## src/rtl/mode_cfg_pkg.sv

```systemverilog
/*
  Shared constants, field layout and carrier types for the hidden mode
  configuration registers. Assumes a single 100 MHz clock domain.
*/
package mode_cfg_pkg;
  // page-0 register offsets of the two hidden registers
  localparam logic [3:0] OFS_MODE_A = 4'hA;
  localparam logic [3:0] OFS_MODE_B = 4'hB;
  // software-address sequence
  localparam logic [9:0] SOFT_ADDR_PORT = 10'h278;
  localparam int SOFT_WRITES = 4;
  localparam logic [2:0] BASE_SOFT = 3'h1;
  localparam logic [9:0] WINDOW_BYTES = 10'h20;
  // mode_config_a field positions
  localparam int A_BASE_LSB = 0;
  localparam int A_IRQ_LSB = 3;
  localparam int A_FAST_BIT = 6;
  localparam int A_RSV_BIT = 7;
  // mode_config_b field positions
  localparam int B_LINK_BIT = 2;
  localparam int B_BERR_BIT = 5;
  // reset values
  localparam logic [7:0] MODE_A_RESET = 8'h00;
  localparam logic [7:0] MODE_B_RESET = 8'h00;
  // base code to I/O base, index = code; code 001 has no window
  localparam logic [9:0] BASE_MAP [8] = '{10'h300, 10'h000, 10'h240, 10'h280,
                                         10'h2C0, 10'h320, 10'h340, 10'h360};
  // irq code to interrupt line number
  localparam logic [3:0] IRQ_MAP [8] = '{4'h3, 4'h4, 4'h5, 4'h9,
                                        4'hA, 4'hB, 4'hC, 4'hF};

  typedef struct packed {
    logic access;
    logic write;
    logic [3:0] addr;
    logic [7:0] wdata;
  } reg_req_s;

  typedef struct packed {
    logic write;
    logic [9:0] addr;
    logic [7:0] wdata;
  } io_req_s;

  typedef struct packed {
    logic rsv;
    logic fast;
    logic [2:0] irq;
    logic [2:0] base;
  } mode_a_s;

  typedef enum logic [1:0] {
    ARM_NONE = 2'b00,
    ARM_A = 2'b01,
    ARM_B = 2'b10
  } arm_e;
endpackage : mode_cfg_pkg

```

## src/rtl/io_base_decoder.sv

```systemverilog
/*
  Maps the base-address code to the I/O window and flags hits in it.
  Assumes the I/O address is already synchronous to mclk.
*/
`timescale 1ns/1ps
`default_nettype none
module io_base_decoder
(
  // clocking, only for the checks
  input wire logic mclk,
  input wire logic rst,
  // configuration
  input wire logic [2:0] base_code,
  input wire logic [9:0] io_addr,
  // decode results
  output logic [9:0] io_base,
  output logic io_decode_en,
  output logic io_hit
);
  logic [9:0] offset;

  always_comb
  begin
    io_base = mode_cfg_pkg::BASE_MAP[base_code];
    io_decode_en = (base_code != mode_cfg_pkg::BASE_SOFT);
    offset = io_addr - io_base;
    io_hit = io_decode_en && (offset < mode_cfg_pkg::WINDOW_BYTES);
  end

  a_soft_code_quiet: assert property (@(posedge mclk) disable iff (rst)
    (base_code == mode_cfg_pkg::BASE_SOFT) |-> (!io_decode_en && !io_hit))
    else $error("decoder answers while in software-address mode");

  a_base_0240: assert property (@(posedge mclk) disable iff (rst)
    (base_code == 3'h2) |-> (io_base == 10'h240))
    else $error("code 010 does not give base 0240");
endmodule : io_base_decoder
`default_nettype wire

```

## src/rtl/soft_addr_loader.sv

```systemverilog
/*
  Watches I/O writes for the run of consecutive writes to the
  software-address port and yields one load pulse per power-on reset.
  Assumes rst is the power-on reset.
*/
`timescale 1ns/1ps
`default_nettype none
module soft_addr_loader #(
  parameter int WRITES_NEEDED = mode_cfg_pkg::SOFT_WRITES
)
(
  // clock and reset
  input wire logic mclk,
  input wire logic rst,
  // I/O side
  input wire mode_cfg_pkg::io_req_s io_req,
  input wire logic soft_mode,
  // load to mode_config_a
  output logic load,
  output logic [2:0] load_value
);
  generate
    if (WRITES_NEEDED < 1 || WRITES_NEEDED > 7)
    begin : g_bad
      $error("WRITES_NEEDED must be 1 to 7");
    end
  endgenerate

  logic [2:0] count;
  logic [2:0] next_count;
  logic done;
  logic next_done;
  logic hit;

  always_comb
  begin
    next_count = count;
    next_done = done;
    hit = io_req.write && (io_req.addr == mode_cfg_pkg::SOFT_ADDR_PORT);
    load = 1'b0;
    load_value = io_req.wdata[2:0];
    if (io_req.write && soft_mode && !done)
    begin
      // any other write breaks the run
      next_count = hit ? count + 3'h1 : 3'h0;
      if (hit && (count == 3'(WRITES_NEEDED - 1)))
      begin
        load = 1'b1;
        next_done = 1'b1;
        next_count = 3'h0;
      end
    end
  end

  always_ff @(posedge mclk or posedge rst)
  begin
    if (rst)
    begin
      count <= 3'h0;
      done <= 1'b0;
    end
    else
    begin
      count <= next_count;
      done <= next_done;
    end
  end

  a_soft_once: assert property (@(posedge mclk) disable iff (rst)
    done |-> !load)
    else $error("software address loaded twice");

  a_soft_run: assert property (@(posedge mclk) disable iff (rst)
    load |-> (hit && soft_mode && count == 3'(WRITES_NEEDED - 1)))
    else $error("load without consecutive port writes");

  // idle cycles may sit between port writes, so only foreign writes reset the run
  a_soft_break: assert property (@(posedge mclk) disable iff (rst)
    (io_req.write && !hit && soft_mode && !done) |=> (count == 3'h0))
    else $error("foreign write did not break the port run");
endmodule : soft_addr_loader
`default_nettype wire

```

## src/rtl/hidden_mode_config_registers.sv

```systemverilog
/*
  Hidden mode configuration registers A and B behind page-0 offsets
  0AH/0BH, with remote byte count redirection, software base-address
  load and the bus-error / link bits of register B.
  Assumes one page-0 register access strobe per cycle at most, and that
  I/O writes and events are synchronous to mclk.
*/
// Summary of operation
// - read 0AH returns A; armed write loads A
// - intervening access redirects 0AH write to count 0
// - read 0BH returns B; armed write loads B
// - intervening access redirects 0BH write to count 1
// - A bits 2:0 select 20H-byte base
// - code 001 answers no I/O address
// - four writes to 278H load base bits
// - software load works once per power-on reset
// - A bits 5:3 select interrupt line
// - A bit 6 enables early port fetch
// - writing one clears B bus error flag
// - B bit 2 disables link test; reads status
`timescale 1ns/1ps
`default_nettype none
module hidden_mode_config_registers
(
  // clock and reset
  input wire logic mclk,
  input wire logic rst,
  // page-0 register access
  input wire mode_cfg_pkg::reg_req_s reg_req,
  output logic [7:0] reg_rdata,
  output logic reg_rvalid,
  // redirected remote byte count writes
  output logic rbc_wr,
  output logic rbc_sel,
  output logic [7:0] rbc_data,
  // ISA I/O writes for the software-address port
  input wire mode_cfg_pkg::io_req_s io_req,
  output logic io_hit,
  // status from the rest of the controller
  input wire logic bus_error_event,
  input wire logic link_status,
  // configuration outputs
  output logic [9:0] io_base,
  output logic io_decode_en,
  output logic [3:0] irq_number,
  output logic fast_port_fetch,
  output logic link_test_disable,
  output logic bus_error_flag,
  output logic [7:0] mode_b_plain
);
  mode_cfg_pkg::arm_e arm;
  mode_cfg_pkg::arm_e next_arm;
  mode_cfg_pkg::mode_a_s mode_config_a;
  mode_cfg_pkg::mode_a_s next_mode_a;
  logic [7:0] next_mode_b;
  logic next_link_dis;
  logic next_berr;
  logic [7:0] next_rdata;
  logic next_rvalid;
  logic next_rbc_wr;
  logic next_rbc_sel;
  logic [7:0] next_rbc_data;
  logic soft_load;
  logic [2:0] soft_value;
  logic rd_a;
  logic rd_b;
  logic wr_a;
  logic wr_b;
  logic berr_clear;

  soft_addr_loader #(
    .WRITES_NEEDED(mode_cfg_pkg::SOFT_WRITES)
  ) u_loader (
    .mclk(mclk),
    .rst(rst),
    .io_req(io_req),
    .soft_mode(mode_config_a.base == mode_cfg_pkg::BASE_SOFT),
    .load(soft_load),
    .load_value(soft_value)
  );

  io_base_decoder u_decoder (
    .mclk(mclk),
    .rst(rst),
    .base_code(mode_config_a.base),
    .io_addr(io_req.addr),
    .io_base(io_base),
    .io_decode_en(io_decode_en),
    .io_hit(io_hit)
  );

  // field views of register A
  always_comb
  begin
    irq_number = mode_cfg_pkg::IRQ_MAP[mode_config_a.irq];
    fast_port_fetch = mode_config_a.fast;
  end

  always_comb
  begin
    rd_a = reg_req.access && !reg_req.write && (reg_req.addr == mode_cfg_pkg::OFS_MODE_A);
    rd_b = reg_req.access && !reg_req.write && (reg_req.addr == mode_cfg_pkg::OFS_MODE_B);
    wr_a = reg_req.access && reg_req.write && (reg_req.addr == mode_cfg_pkg::OFS_MODE_A);
    wr_b = reg_req.access && reg_req.write && (reg_req.addr == mode_cfg_pkg::OFS_MODE_B);
    next_arm = arm;
    next_mode_a = mode_config_a;
    next_mode_b = mode_b_plain;
    next_link_dis = link_test_disable;
    next_rbc_wr = 1'b0;
    next_rbc_sel = rbc_sel;
    next_rbc_data = rbc_data;
    next_rvalid = rd_a || rd_b;
    next_rdata = reg_rdata;
    berr_clear = 1'b0;
    // only a read of 0AH/0BH arms; every other access disarms
    if (reg_req.access)
    begin
      case (1'b1)
        rd_a: next_arm = mode_cfg_pkg::ARM_A;
        rd_b: next_arm = mode_cfg_pkg::ARM_B;
        default: next_arm = mode_cfg_pkg::ARM_NONE;
      endcase
    end
    if (rd_a)
    begin
      next_rdata = mode_config_a;
    end
    if (rd_b)
    begin
      next_rdata = mode_b_plain;
      next_rdata[mode_cfg_pkg::B_LINK_BIT] = link_status;
      next_rdata[mode_cfg_pkg::B_BERR_BIT] = bus_error_flag;
    end
    if (wr_a)
    begin
      if (arm == mode_cfg_pkg::ARM_A)
      begin
        // bit 7 stored as written; keeping it low is software's duty
        next_mode_a = reg_req.wdata;
      end
      else
      begin
        next_rbc_wr = 1'b1;
        next_rbc_sel = 1'b0;
        next_rbc_data = reg_req.wdata;
      end
    end
    if (wr_b)
    begin
      if (arm == mode_cfg_pkg::ARM_B)
      begin
        // full value taken; bits 2 and 5 are not plain storage
        next_mode_b = reg_req.wdata;
        next_mode_b[mode_cfg_pkg::B_LINK_BIT] = 1'b0;
        next_mode_b[mode_cfg_pkg::B_BERR_BIT] = 1'b0;
        next_link_dis = reg_req.wdata[mode_cfg_pkg::B_LINK_BIT];
        berr_clear = reg_req.wdata[mode_cfg_pkg::B_BERR_BIT];
      end
      else
      begin
        next_rbc_wr = 1'b1;
        next_rbc_sel = 1'b1;
        next_rbc_data = reg_req.wdata;
      end
    end
    if (soft_load)
    begin
      next_mode_a.base = soft_value;
    end
    // a new bus error in the clearing cycle is kept
    next_berr = (bus_error_flag && !berr_clear) || bus_error_event;
  end

  always_ff @(posedge mclk or posedge rst)
  begin
    if (rst)
    begin
      arm <= mode_cfg_pkg::ARM_NONE;
      mode_config_a <= mode_cfg_pkg::MODE_A_RESET;
      mode_b_plain <= mode_cfg_pkg::MODE_B_RESET;
      link_test_disable <= 1'b0;
      bus_error_flag <= 1'b0;
      reg_rdata <= 8'h00;
      reg_rvalid <= 1'b0;
      rbc_wr <= 1'b0;
      rbc_sel <= 1'b0;
      rbc_data <= 8'h00;
    end
    else
    begin
      arm <= next_arm;
      mode_config_a <= next_mode_a;
      mode_b_plain <= next_mode_b;
      link_test_disable <= next_link_dis;
      bus_error_flag <= next_berr;
      reg_rdata <= next_rdata;
      reg_rvalid <= next_rvalid;
      rbc_wr <= next_rbc_wr;
      rbc_sel <= next_rbc_sel;
      rbc_data <= next_rbc_data;
    end
  end

  a_read_arms_a: assert property (@(posedge mclk) disable iff (rst)
    rd_a |=> (arm == mode_cfg_pkg::ARM_A && reg_rvalid && reg_rdata == $past(mode_config_a)))
    else $error("read of 0AH did not arm or return A");

  a_hidden_write_a: assert property (@(posedge mclk) disable iff (rst)
    (wr_a && arm == mode_cfg_pkg::ARM_A && !soft_load)
    |=> (mode_config_a == $past(reg_req.wdata) && !rbc_wr))
    else $error("armed write did not land in A");

  a_stray_write_a: assert property (@(posedge mclk) disable iff (rst)
    (wr_a && arm != mode_cfg_pkg::ARM_A && !soft_load)
    |=> (rbc_wr && !rbc_sel && $stable(mode_config_a)))
    else $error("unarmed 0AH write missed count 0");

  a_intervene_disarm: assert property (@(posedge mclk) disable iff (rst)
    (reg_req.access && !rd_a && !rd_b) |=> (arm == mode_cfg_pkg::ARM_NONE))
    else $error("other access left a register armed");

  a_hidden_write_b: assert property (@(posedge mclk) disable iff (rst)
    (wr_b && arm == mode_cfg_pkg::ARM_B)
    |=> (!rbc_wr && link_test_disable == $past(reg_req.wdata[2])))
    else $error("armed write did not land in B");

  a_stray_write_b: assert property (@(posedge mclk) disable iff (rst)
    (wr_b && arm != mode_cfg_pkg::ARM_B) |=> (rbc_wr && rbc_sel && $stable(mode_b_plain)))
    else $error("unarmed 0BH write missed count 1");

  a_soft_load_a: assert property (@(posedge mclk) disable iff (rst)
    soft_load |=> (mode_config_a.base == $past(soft_value)))
    else $error("software load did not reach base bits");

  a_berr_clear: assert property (@(posedge mclk) disable iff (rst)
    (berr_clear && !bus_error_event) |=> !bus_error_flag)
    else $error("writing one did not clear bus error");

  a_berr_keep: assert property (@(posedge mclk) disable iff (rst)
    (bus_error_flag && !berr_clear) |=> bus_error_flag)
    else $error("bus error lost without a clearing write");

  a_link_read: assert property (@(posedge mclk) disable iff (rst)
    rd_b |=> (reg_rdata[2] == $past(link_status)))
    else $error("read of B bit 2 is not link status");

  a_irq_map: assert property (@(posedge mclk) disable iff (rst)
    (mode_config_a.irq == 3'h3) |-> (irq_number == 4'h9))
    else $error("irq code 011 does not give line 9");

  a_berr_set_wins: assert property (@(posedge mclk) disable iff (rst)
    (berr_clear && bus_error_event) |=> bus_error_flag)
    else $error("clearing write beat a new bus error");

  a_read_arms_b: assert property (@(posedge mclk) disable iff (rst)
    rd_b |=> (arm == mode_cfg_pkg::ARM_B && reg_rvalid))
    else $error("read of 0BH did not arm or answer");

  a_rvalid_reads: assert property (@(posedge mclk) disable iff (rst)
    !(rd_a || rd_b) |=> !reg_rvalid)
    else $error("read valid without a hidden read");

  a_read_b_flag: assert property (@(posedge mclk) disable iff (rst)
    rd_b |=> (reg_rdata[5] == $past(bus_error_flag)))
    else $error("read of B bit 5 is not the bus error flag");

  a_link_dis_hold: assert property (@(posedge mclk) disable iff (rst)
    !(wr_b && arm == mode_cfg_pkg::ARM_B) |=> $stable(link_test_disable))
    else $error("link test control changed without armed write");

  a_mode_a_hold: assert property (@(posedge mclk) disable iff (rst)
    (!(wr_a && arm == mode_cfg_pkg::ARM_A) && !soft_load) |=> $stable(mode_config_a))
    else $error("register A changed without armed write");

  a_mode_b_hold: assert property (@(posedge mclk) disable iff (rst)
    !(wr_b && arm == mode_cfg_pkg::ARM_B) |=> $stable(mode_b_plain))
    else $error("register B changed without armed write");

  a_rbc_quiet: assert property (@(posedge mclk) disable iff (rst)
    !(wr_a || wr_b) |=> !rbc_wr)
    else $error("count write without a 0AH or 0BH write");

  a_rbc_data_a: assert property (@(posedge mclk) disable iff (rst)
    (wr_a && arm != mode_cfg_pkg::ARM_A) |=> (rbc_data == $past(reg_req.wdata)))
    else $error("redirected 0AH data wrong");

  a_rbc_data_b: assert property (@(posedge mclk) disable iff (rst)
    (wr_b && arm != mode_cfg_pkg::ARM_B) |=> (rbc_data == $past(reg_req.wdata)))
    else $error("redirected 0BH data wrong");

  a_idle_keeps_arm: assert property (@(posedge mclk) disable iff (rst)
    !reg_req.access |=> $stable(arm))
    else $error("idle cycle changed the arm state");

  a_irq_top_line: assert property (@(posedge mclk) disable iff (rst)
    (mode_config_a.irq == 3'h7) |-> (irq_number == 4'hF))
    else $error("irq code 111 does not give line 15");

  a_soft_in_mode: assert property (@(posedge mclk) disable iff (rst)
    soft_load |-> (mode_config_a.base == mode_cfg_pkg::BASE_SOFT))
    else $error("software load outside software-address mode");
endmodule : hidden_mode_config_registers
`default_nettype wire

```

## config.mk

```make
export PLATFORM = sky130hd
export DESIGN_NAME = hidden_mode_config_registers
export DESIGN_NICKNAME = d
export VERILOG_FILES = /design/src/rtl/mode_cfg_pkg.sv /design/src/rtl/io_base_decoder.sv /design/src/rtl/soft_addr_loader.sv /design/src/rtl/hidden_mode_config_registers.sv
export SDC_FILE = /design/constraint.sdc
export NUM_CORES = 1
export LEC_CHECK = 0
export BUFFER_PORTS_ARGS = -buffer_cell sky130_fd_sc_hd__buf_2
export CAP_MARGIN = 20
export CORE_ASPECT_RATIO = 0.8
export CORE_MARGIN = 2
export CORE_UTILIZATION = 35
export CTS_CLUSTER_SIZE = 16
export DETAILED_ROUTE_END_ITERATION = 6
export PLACE_DENSITY = 0.57
export SLEW_MARGIN = 25
export SYNTH_ARGS = -nofsm -noshare
export SYNTH_HDL_FRONTEND = slang
export SYNTH_SLANG_ARGS = --single-unit
```

## constraint.sdc

```tcl
create_clock -name mclk -period 3 [get_ports mclk]
set_input_delay 0.15 -clock mclk [delete_from_list [all_inputs] [get_ports mclk]]
set_output_delay 0.15 -clock mclk [all_outputs]
set_load 0.02 [all_outputs]
```

### After elaboration in Yosys (flattened, before gate mapping)

Memories as Yosys holds them, arrays and structs flattened.
Index checks and enable logic that the tools add are counted.

* register bits after elaboration: 41
* latch bits: 0
* bits in writable memories: 0
* memory bits (read-only): 112
* input port bits: 37
* output and inout bits: 46
* logic and storage cells: 85
* memories kept: 2

Memories
* (name not given): depth 8, width 10, rd ports 1, clocked after Yosys merged registers in 0, write ports 0, RTL line io_base_decoder.sv:24 `io_base = mode_cfg_pkg::BASE_MAP[base_code];`
* (name not given): depth 8, width 4, rd ports 1, clocked after Yosys merged registers in 0, write ports 0, RTL line hidden_mode_config_registers.sv:95 `irq_number = mode_cfg_pkg::IRQ_MAP[mode_config_a.irq];`

* $add $sub $neg: 2
* $mul: 0
* divide/modulo/power cells: 0
* magnitude comparators: 3
* eq/ne operators: 8
* shift operators: 0
* multiplexer cells: 29
* bitwise operators: 2
* reductions and logical operators: 24

Operators with widths (count)
* $mux W8: 6
* $mux W10: 2
* $mux W3: 5
* $logic_and A1 B1 Y1: 12
* $mux W1: 12
* $eq A10 B10 Y1 const B: 1
* $lt A10 B6 Y1 const B: 1
* $sub A10 B10 Y10: 1
* $eq A4 B4 Y1 const B: 2
* $ge A4 B4 Y1 const B: 2
* $mux W4: 2
* $not A3 Y4: 2
* $reduce_and A2 Y1: 4
* $reduce_bool A2 Y1: 3
* $mux W2: 2
* $add A3 B1 Y3 const B: 1
* $eq A3 B1 Y1 const B: 1
* $eq A3 B2 Y1 const B: 1
* $logic_not A1 Y1: 3
* $ne A3 B1 Y1 const B: 1
* $eq A2 B1 Y1 const B: 1
* $eq A2 B2 Y1 const B: 1
* $logic_or A1 B1 Y1: 2

### Depth between registers and ports, before layout

Gate-level depths: netlist (run 1).

* word-level depth: 7
* depth in mapped cells: 9
* mapped depth without buffers: 8

### Hierarchy

Synthesis (run 1) repeated with hierarchy kept, for this count alone.

* cell total of the unflattened synthesis: 228
* area total of the unflattened synthesis: 2377.3 um2

By module, submodules not included
* hidden_mode_config_registers: times used 1, cells an instance 157, area each 1751.7 um2, sequential area each 925.9 um2
* io_base_decoder: times used 1, cells an instance 43, area each 335.3 um2, sequential area each 0.0 um2
* soft_addr_loader: times used 1, cells an instance 28, area each 290.3 um2, sequential area each 100.1 um2

### Worst setup path before layout (run 1)

OpenSTA, ideal clock, no wires.

* path kind: flip-flop to output port
* start point: register mode_config_a[0] (netlist name)
* end point: output port io_hit
* data arrival time: 2.687 ns
* required time: 2.850 ns
* setup slack: 0.163 ns
* cell stages (with the launch flop): 10
* buffers on the path: 1
* cell sequence: dfrtp_1 -> clkbuf_2 -> and2_1 -> ha_1 -> inv_1 -> fa_1 -> or4b_1 -> o2111ai_1 -> nand4_1 -> a2111oi_2

* word-level cells in the longest chain between the ends: 7
* elaborated cells on any way between the ends: 8
* classes of those cells: 1 x add/sub; 1 x order compare; 1 x eq/ne; 2 x mux; 1 x bitwise; 1 x reduce/logical; 1 x memory

Ends and longest elaborated chain
* start: declaration: RTL line hidden_mode_config_registers.sv:53 `mode_cfg_pkg::mode_a_s mode_config_a;`
* start signal: assignment: RTL line hidden_mode_config_registers.sv:179 `mode_config_a <= mode_cfg_pkg::MODE_A_RESET;`
* start signal: assignment: RTL line hidden_mode_config_registers.sv:192 `mode_config_a <= next_mode_a;`
* $not A3 Y4 (implied by the code): RTL line io_base_decoder.sv:24
* $mem_v2 Z8 W10
* $mux W10 (implied by the code) (2 in series): RTL line io_base_decoder.sv:24
* named net io_base[5]: RTL line hidden_mode_config_registers.sv:43 `output logic [9:0] io_base,`
* $sub A10 B10 Y10: RTL line io_base_decoder.sv:26 `offset = io_addr - io_base;`
* $lt A10 B6 Y1: RTL line io_base_decoder.sv:27 `io_hit = io_decode_en && (offset < mode_cfg_pkg::WINDOW_BYTES);`
* $logic_and A1 B1 Y1: RTL line io_base_decoder.sv:27
* end: declaration: RTL line hidden_mode_config_registers.sv:38 `output logic io_hit,`

The timed path passes the listed nets, and every way through them passes these cells. The select of a mux whose other input is x is not followed.

### Worst setup path in the final report (run 1)

* start point: register mode_config_a[0] (netlist name)
* end point: output port io_hit

* word-level cells in the longest chain between the ends: 7
* elaborated cells on any way between the ends: 8
* classes of those cells: 1 x add/sub; 1 x order compare; 1 x eq/ne; 2 x mux; 1 x bitwise; 1 x reduce/logical; 1 x memory

Ends and longest elaborated chain (RTL line)
* $not A3 Y4 (implied by the code): io_base_decoder.sv:24
* $mem_v2 Z8 W10
* $mux W10 (implied by the code) (2 in series): io_base_decoder.sv:24
* $sub A10 B10 Y10: io_base_decoder.sv:26
* $lt A10 B6 Y1: io_base_decoder.sv:27
* $logic_and A1 B1 Y1 (*): io_base_decoder.sv:27

Mark *: on every way between the ends. The rest lies on a longest branch, timed or not. The select of a mux whose other input is x is not followed.

==> metrics.txt, run 1 <==
CP most frequent cell buf_4; register bit total from synthesis 41; sequential share of the synthesized area 0.4581; Min-Delay Path Depth 2; Cell variety after synth 50; Worst-Margin Slew 0.5402 ns; GRT Total Usage 0.1366; Crit path depth 10; Critical Path Fanout Max 6; starting density of the core 0.3567; wl on met1 2428 µm; Design Power 1.273 mW; drt total wl 4938 µm; worst IR drop on VDD 0.3074 mV; Post-synth EDFFs 0; Final ANT Viol Nets 0; setup TNS 0 ns; area delta synth->final 24.13%; post-synth top area cell dfrtp_1; Pwr Density 457.8 nW/µm²; min-delay src bus_error_event; reg2reg setup slack 0.96 ns; Yosys top cell area share 0.4581; htree depth 2; Top delay family on crit path compound AO/OA/AOI/OAI gates; CP required 2.85 ns; layout cells sized above 1 0.4353; Lkg Pwr 1.444 nW; Slew headroom 0.6376; Most used DFF post-synth dfrtp_1; routed vias/inst 4.765; largest net degree at the start of global routing 28; vias in the first global route 1478; IO Count 83; setup violators final 0; Fmax 0.3585 GHz; Top Layer Used met4; CP cell instances and2_1 -> ha_1 -> inv_1 -> fa_2 -> buf_4 -> and3b_1 -> a311oi_2 -> nand4_1 -> a2111oi_2 -> buf_4; TritonCTS clock tree done; Mean Syn Cell Area 11.14 µm²; core area 6279 µm²; metal2 WL 2272 µm; Synth area leaders dfrtp_1, mux2_2, mux2i_1; Clock Tree Root clkbuf_8; Die ar. 7059 µm²; Nets 322; Avg WL per Cell 13.64 µm; dpl hpwl 3676 µm; CP max-delay cell dfrtp_2; Syn Inst Count 201; Synth Warn # 0; via count 1725; Layout Utilization 0.4428; outcome completed; worst hold path class primary input to register; TritonRoute pass-1 iters 4; Chip Width 93.44 µm; first-pass GRT wire length 7479 µm; fin crit share 0.9299; maxcap violations 0; I/O Buffers 70; Std-Cell Rows 26; ANT cells 0; initial antenna violation count 0; Final Max Slew Viols 0; Hold Path Sink bus_error_flag; final RePlAce weighted congestion 0.7728; number of CTS-inserted buffers 5; met3 WL 225 µm; Starting DRT DRC Count 68; Largest stage delay, worst path 0.40 ns; Mapped Area 2240 µm²; DRC violations left 0; Max clock buf depth 2; Skew-Pair Late Insertion Delay 0.28 ns; CTS Sinks 41; Die Y 75.55 µm; crit path kind register to output pin; Worst Setup Slack, final 0.2104 ns; worst slack at placement 0.2005 ns; RSZ-0062 raised after global routing false; Reg2Reg Capture Point mode_config_a[2]; share of flip-flops with an asynchronous set or reset 1.000; R2R cell count 5; FF-to-FF Start mode_config_a[0]; min cycle time layout 2.790 ns; crit path DAT 2.64 ns; Critical path buffers and inverters 3; Clock Skew 0.003265 ns; CP Launch Type register; Worst-path clk slew 0.08 ns; crit end category output pin; total gr overflow 0; final hold violations 0
[cell families (layout without fill, tap and decap cells)]
kind of cell / after synthesis / after routing / synth area share
buf+inv: 32 / 103 / 0.07206
compound gates: 27 / 27 / 0.08659
flops: 41 / 41 / 0.4581
xor+xnor: 1 / 1 / 0.003911
other cells: 1 / 7 / 0.001674
fa+ha+maj: 8 / 8 / 0.04804
simple gates: 54 / 54 / 0.1497
mux: 37 / 37 / 0.1799
[layout by cell type (no fill, tap or decap), types with 3 or more instances in the layout]
cell type | netlist | routed
buf_2 | 2 | 69
dfrtp_1 | 41 | 38
mux2_2 | 26 | 26
inv_1 | 16 | 15
nor2_1 | 11 | 11
mux2i_1 | 11 | 11
a21oi_1 | 9 | 9
nand2_1 | 7 | 7
ha_1 | 7 | 7
conb_1 | 1 | 7
buf_4 | 8 | 7
nor2b_1 | 5 | 5
clkbuf_8 | 0 | 5
o21ai_0 | 4 | 4
nor3b_1 | 3 | 3
nand3b_1 | 3 | 3
and3b_1 | 3 | 3
dfrtp_2 | 0 | 3
[metrics by stage]
stage / hold slack (ns) / cells / instance area, µm²
finish: 0.05651 / 362 / 2780
global route: 0.05181 / 362 / 2780
floorplan: 0.2536 / 207 / 2262
global placement: 0.1434 / 347 / 2631
detailed placement: 0.1443 / 347 / 2631
CTS: 0.04818 / 356 / 2729
[state kept, by name (all words and copies together) (netlist names)]
register	flops
reg_rvalid	1
arm	2
u_loader.done	1
mode_config_a	7
fast_port_fetch	1
mode_b_plain	6
rbc_wr	1
link_test_disable	1
rbc_data	8
rbc_sel	1
bus_error_flag	1
reg_rdata	8
u_loader.count	3
[per-layer routing]
metal / GRT usage / up-vias
met5: 0 / -
met3: 0.03759 / 2
met1: 0.1993 / 841
met2: 0.2070 / 36
li1: - / 846
met4: 0.02451 / 0
[area by class of cell]
class	instances	area (µm²)
fill	616	3498
multi-input combinational	134	1077
sequential	41	1030
timing repair buffer	79	425.4
tap	84	105.1
clock buffer	6	72.57
inverter	16	60.06
clock inverter	2	10.01
[worst reg2reg max path, stage by stage, from the launching register on]
cell and delay, ns:
dfrtp_2 0.40, dlymetal6s2s_1 0.18, nor3b_1 0.41, nand4_1 0.20, nor3_2 0.35, mux2_2 0.38
[power breakdown]
group          leakage (nW)  internal (mW)  switching [mW]
sequential            0.526          0.609          0.0294
combinational         0.872          0.116           0.177
clock                0.0450          0.161           0.181
total                  1.44          0.886           0.387
[worst max-delay path by stage]
stage                           startpoint  endpoint
final                     mode_config_a[0]    io_hit
after global routing      mode_config_a[1]    io_hit
after CTS                 mode_config_a[0]    io_hit
after detailed placement  mode_config_a[2]    io_hit
after global placement    mode_config_a[2]    io_hit
after floorplan           mode_config_a[0]    io_hit
[repair_timing]
item | CTS | global route
setup buffers | 0 | 6
hold buffers | 1 | 0
endpoints found under the setup margin | 1 | 1
cloned | 0 | 0
resized for setup | 3 | 2
pin swaps | 0 | 1
hold endpoints to repair | 14 | 0
[synth_stat cells (2+ instances only)]
cell type  count
nor2b_1        5
nor3_1         2
nand2b_1       2
nand2_1        7
ha_1           7
a21oi_1        9
or2b_1         2
clkbuf_1       3
nor2_1        11
a22o_1         2
nand3b_1       3
and3b_1        3
buf_4          8
buf_2          2
or2_2          2
nand4_1        2
o21ai_0        4
mux2i_1       11
mux2_2        26
nor3b_1        3
nor4bb_1       2
inv_1         16
dfrtp_1       41
o22ai_1        2
Power figures use the tool's default switching activity.
==> run 2, diff against run 1 <==
--- a/config.mk
+++ b/config.mk
@@ -9,10 +9,10 @@
 export CAP_MARGIN = 20
 export CORE_ASPECT_RATIO = 0.8
 export CORE_MARGIN = 2
-export CORE_UTILIZATION = 35
+export CORE_UTILIZATION = 49
 export CTS_CLUSTER_SIZE = 16
 export DETAILED_ROUTE_END_ITERATION = 6
-export PLACE_DENSITY = 0.57
+export PLACE_DENSITY = 0.85
 export SLEW_MARGIN = 25
 export SYNTH_ARGS = -nofsm -noshare
 export SYNTH_HDL_FRONTEND = slang
==> run 2 against run 1 <==
Net effect: sequential share of layout area grew 0.17 points; hold slack gained 0.0025 ns; sequential power is essentially flat; clock power grew 27%; total power grew 7.3%; flip-flop and latch count is the same; clock-buffer cell count is the same; critical endpoint unchanged; largest cell class unchanged; highest routed layer unchanged.
==> metrics.txt, run 2 (synthesized netlist as in run 1, its figures left out) <==
area delta synth->final 23.41%; Die ar. 5131 µm² (-27%); Placed Area 2597 µm² (-1.3%); Fmax 0.3541 GHz (-1.2%); crit end category output pin; crit path kind register to output pin; Chip Width 79.59 µm (-15%); Clock Tree Root clkbuf_8; most common cell after layout, fill and taps aside buf_2; total gr overflow 0 (unchanged); setup violators final 0 (unchanged); GRT Total Usage 0.1931 (+0.05646); Largest regs rbc_data: 8 flops, reg_rdata: 8 flops, mode_config_a: 7 flops; final RePlAce weighted congestion 0.8232 (+6.5%); CTS Sinks 41 (unchanged); Skew-Pair Late Insertion Delay 0.29 ns (about the same); fin crit share 0.9414 (+0.01150); crit path DAT 2.67 ns (+0.03 ns); vias in the first global route 1634 (+11%); min-delay src bus_error_event; Pwr Density 494.2 nW/µm² (+8.0%); routed vias/inst 5.164 (+8.4%); starting density of the core 0.5229 (+0.1662); worst hold path class primary input to register; setup TNS 0 ns (unchanged); drt total wl 4732 µm (-4.2%); CP cell instances and2_1 -> ha_1 -> inv_1 -> fa_2 -> or4b_1 -> o2111ai_1 -> nand4_1 -> a2111oi_2 -> buf_2; Lkg Pwr 1.441 nW (-0.18%); first-pass GRT wire length 7548 µm (+0.92%); RSZ-0062 raised after global routing false; CP required 2.85 ns (about the same); Layout Utilization 0.6453 (+0.2025); dpl hpwl 3464 µm (-5.8%); DRC violations left 0 (unchanged); CP max-delay cell or4b_1; Worst-path clk slew 0.08 ns (about the same); Final ANT Viol Nets 0 (unchanged); final hold violations 0 (unchanged); largest net degree at the start of global routing 42 (+50%); Starting DRT DRC Count 94 (+38%); I/O Buffers 70 (unchanged); initial antenna violation count 0 (unchanged); FF-to-FF Start mode_config_a[2]; outcome completed; Largest stage delay, worst path 0.47 ns (+0.07 ns); core area 4283 µm² (-32%); Max clock buf depth 2 (unchanged); IO Count 83 (unchanged); Die Y 64.47 µm (-15%); Std-Cell Rows 21 (-19%); Post-Layout Inst Area 2764 µm² (-0.59%); Critical Path Fanout Max 6 (unchanged); Clock Skew 0.007669 ns (+0.004404 ns); number of CTS-inserted buffers 5 (unchanged); Slew headroom 0.5914 (-0.04621); htree depth 2 (unchanged); Avg WL per Cell 14.13 µm (+3.6%); min cycle time layout 2.824 ns (+0.03449 ns); via count 1730 (+0.29%); ANT cells 0 (unchanged); TritonRoute pass-1 iters 6 (+2); Worst-Margin Slew 0.6106 ns (+0.07040 ns); Final Max Slew Viols 0 (unchanged); worst IR drop on VDD 0.3496 mV (+14%); Nets 322 (unchanged); maxcap violations 0 (unchanged); Worst setup startpoint mode_config_a[2]; CP Launch Type register; TritonCTS clock tree done; layout cells sized above 1 0.4353 (unchanged); commonest non-fill, non-tap cells in the layout buf_2, dfrtp_1, mux2_2
-- run 2: cell count changes in the layout (fill, tap and decap cells not counted), sizes merged --
| cell | change |
|---|---|
| clkbuf | +1 |
| bufinv | +1 |
| dlymetal6s2s | -1 |
| inv | +1 |
| clkinv | -2 |
-- run 2: critical path: cells and delay by family (launching register included) --
kind                     cells  cell delay, ns
AO/OA/AOI/OAI                2            0.41
AND/OR/NAND/NOR              3            0.76
flip-flops                   1            0.41
adder cells (fa/ha/maj)      2            0.53
buffers and inverters        2            0.28
-- run 2: per-stage QoR --
| stage | hold WS (ns) | power (mW) | worst slack (ns) | instances |
|---|---|---|---|---|
| after global routing | 0.05460 | 1.430 | 0.003082 | 335 |
| after floorplan | 0.2536 | 0.8385 | 0.1629 | 207 |
| after global placement | 0.2970 | 0.9305 | 0.2960 | 320 |
| final | 0.05899 | 1.366 | 0.1759 | 335 |
| after detailed placement | 0.3018 | 0.9396 | 0.2572 | 320 |
| after CTS | 0.04316 | 1.378 | 0.06711 | 329 |
-- run 2: where the power goes --
group / leakage (nW) / switching, mW / internal (mW)
sequential: 0.528 / 0.0299 / 0.609
combinational: 0.858 / 0.177 / 0.115
clock: 0.0554 / 0.185 / 0.250
total: 1.44 / 0.392 / 0.974
-- run 2: what timing repair did --
action | 4_1_cts | 5_1_grt
pin swaps | 0 | 1
endpoints found under the setup margin | 1 | 1
endpoints found under the hold margin | 41 | 0
resized for setup | 3 | 0
hold buffers | 1 | 0
setup buffers | 0 | 6
-- run 2: routing by layer --
| layer | global-route usage | wire length [µm] | up-vias | share of wire |
|---|---|---|---|---|
| met5 | 0 | 0 | - | 0 |
| met4 | 0.05819 | 53 | 0 | 0.011 |
| met3 | 0.06267 | 225 | 4 | 0.048 |
| met2 | 0.3204 | 2340 | 39 | 0.49 |
| met1 | 0.2409 | 2114 | 839 | 0.45 |
| li1 | - | - | 848 | - |
-- run 2: final cells by class --
type	count	area, µm²
Fill cell	343	1519
Multi-Input combinational cell	134	1077
Sequential cell	41	1028
Timing Repair Buffer	79	415.4
Clock buffer	6	72.57
Tap cell	57	71.32
Inverter	16	60.06
Clock inverter	2	38.79
-- run 2: path summary, 6_finish.rpt --
check	endpoint	slack (ns)	cells past startpoint
max in group asynchronous	mode_config_a[2]	2.11	4
max reg2reg	mode_config_a[1]	0.90	6
min in group asynchronous	rbc_data[2]	0.52	4
min	bus_error_flag	0.06	2
min reg2reg	u_loader.done	0.48	1
max	io_hit	0.18	9
==> run 3, diff against run 2 <==
--- a/config.mk
+++ b/config.mk
@@ -13,6 +13,7 @@
 export CTS_CLUSTER_SIZE = 16
 export DETAILED_ROUTE_END_ITERATION = 6
 export PLACE_DENSITY = 0.85
+export RECOVER_POWER = 25
 export SLEW_MARGIN = 25
 export SYNTH_ARGS = -nofsm -noshare
 export SYNTH_HDL_FRONTEND = slang
==> run 3 against run 2 <==
Net effect: setup slack stayed put; core utilization hardly changed; register-to-register slack hardly changed; via count stayed put; routed wire length hardly changed; global-route usage stayed put; non-clock buffer count stayed put; die area stayed put; total power hardly changed; sequential share of layout area hardly changed; final cell count stayed put; hold slack stayed put; critical path type unchanged.
==> metrics.txt, run 3 (synthesized netlist as in run 1, its figures left out) <==
Crit path depth 9 (unchanged); area delta synth->final 23.35% (about the same); Clock Skew 0.007669 ns (unchanged); Fmax 0.3541 GHz (unchanged); Nets 322 (unchanged); layout cells sized above 1 0.4317 (-0.003597); min cycle time layout 2.824 ns (unchanged); Final Max Slew Viols 0 (unchanged); RSZ-0062 raised after global routing false; commonest non-fill, non-tap cells in the layout buf_2, dfrtp_1, mux2_2; worst IR drop on VDD 0.3496 mV (unchanged); crit path kind register to output pin; Clock Tree Root clkbuf_8; met3 GRT Util 0.06267 (unchanged); IO Count 83 (unchanged); via count 1730 (unchanged); total gr overflow 0 (unchanged); crit path to io_hit; I/O Buffers 70 (unchanged); Worst setup startpoint mode_config_a[2]; fin crit share 0.9414 (unchanged); Chip Width 79.59 µm (unchanged); CP required 2.85 ns (about the same); setup TNS 0 ns (unchanged); TritonRoute pass-1 iters 6 (unchanged); number of CTS-inserted buffers 5 (unchanged); grt met1 use 0.2409 (unchanged); GRT met2 Usage 0.3204 (unchanged); R2R cell count 6 (unchanged); Critical Path Fanout Max 6 (unchanged); CP max-delay cell or4b_1; CTS Sinks 41 (unchanged); Skew-Pair Late Insertion Delay 0.29 ns (about the same); Largest stage delay, worst path 0.47 ns (about the same); Die Y 64.47 µm (unchanged); Slew headroom 0.5914 (unchanged); setup violators final 0 (unchanged); maxcap violations 0 (unchanged); Max clock buf depth 2 (unchanged); routed vias/inst 5.164 (unchanged); ANT cells 0 (unchanged); vias in the first global route 1634 (unchanged); core area 4283 µm² (unchanged); Placed Cells 320 (unchanged); grt peak-use layer met2; DRC violations left 0 (unchanged); outcome completed; Worst-Margin Slew 0.6106 ns (unchanged); Die ar. 5131 µm² (unchanged); Final ANT Viol Nets 0 (unchanged); GRT Total Usage 0.1931 (unchanged); crit end category output pin; drt total wl 4734 µm (about the same); worst hold path class primary input to register; largest net degree at the start of global routing 42 (unchanged); crit path DAT 2.67 ns (about the same); reg2reg setup slack 0.90 ns (about the same); Avg WL per Cell 14.13 µm (about the same); Std-Cell Rows 21 (unchanged); most common cell after layout, fill and taps aside buf_2; CP Launch Type register; Critical path buffers and inverters 2 (unchanged); Layout fillers 341 (-0.58%); Pwr Density 494.4 nW/µm² (about the same); final std cells w/o fill 335 (unchanged); FF-to-FF Start mode_config_a[2]; Worst-path clk slew 0.08 ns (about the same); Lkg Pwr 1.437 nW (-0.30%); Reg2Reg Capture Point mode_config_a[1]; initial antenna violation count 0 (unchanged); dpl hpwl 3464 µm (unchanged); final hold violations 0 (unchanged); hold_ws 0.05899 ns (unchanged); TritonCTS clock tree done; Top delay family on crit path simple AND/OR/NAND/NOR gates; starting density of the core 0.5229 (unchanged); htree depth 2 (unchanged); final RePlAce weighted congestion 0.8232 (unchanged); Starting DRT DRC Count 94 (unchanged); first-pass GRT wire length 7548 µm (unchanged); CP cell instances and2_1 -> ha_1 -> inv_1 -> fa_2 -> or4b_1 -> o2111ai_1 -> nand4_1 -> a2111oi_2 -> buf_2; Largest regs rbc_data: 8 flops, reg_rdata: 8 flops, mode_config_a: 7 flops
run 3: cell types whose count changed in the layout (fill, tap and decap cells not counted):
cell,previous run,this run
clkbuf_1,1,2
buf_2,70,69
run 3: repair_timing:
action                     CTS  global route
gates cloned                 0             0
setup endpoints to repair    1             1
hold endpoints to repair    41             0
gates resized for setup      3             0
pin swaps                    0             1
setup buffers                0             6
hold buffers                 1             0
run 3: worst reg2reg max path, stage by stage, from the launching register on:
cell and delay [ns]:
dfrtp_2 0.44, clkbuf_2 0.15, buf_4 0.13, nor3b_1 0.35
nand4_1 0.19, nor3_2 0.34, mux2_2 0.37
run 3: worst min path at each step:
stage	cells past startpoint	to	slack, ns	start
after floorplan	1	arm[0]	0.25	reg_req[13]
after global placement	3	rbc_data[2]	0.30	rst
after detailed placement	3	rbc_data[2]	0.30	rst
after CTS	2	bus_error_flag	0.04	bus_error_event
after global routing	2	bus_error_flag	0.05	bus_error_event
final	2	bus_error_flag	0.06	bus_error_event
run 3: power by group:
part / total (mW) / switching (mW) / internal [mW]
clock network: 0.435 / 0.185 / 0.250
logic: 0.292 / 0.177 / 0.115
registers: 0.639 / 0.0300 / 0.609
total: 1.37 / 0.392 / 0.974
run 3: final cells by class:
class / instances / area [µm²] / area share
multi-input cells: 134 / 1077 / 0.3899
flip-flops and latches: 41 / 1028 / 0.3723
repair buffers: 79 / 414.1 / 0.1499
clock buffers: 6 / 72.57 / 0.02627
well taps: 57 / 71.32 / 0.02582
inverters: 16 / 60.06 / 0.02174
clock inverters: 2 / 38.79 / 0.01404
run 3: routing by layer:
metal / routed length [µm] / share of wire
met1: 2115 / 0.45
met2: 2340 / 0.49
met3: 225 / 0.048
met4: 53 / 0.011
met5: 0 / 0
run 3: stage by stage:
stage               setup slack [ns]  utilization  power [mW]  area [µm²]
floorplan                     0.1629            -      0.8385        2262
global placement              0.2960       0.6065      0.9305        2597
detailed placement            0.2572       0.6065      0.9396        2597
CTS                          0.06711       0.6360       1.378        2724
global route                0.003082       0.6450       1.430        2763
finish                        0.1759       0.6450       1.366        2763
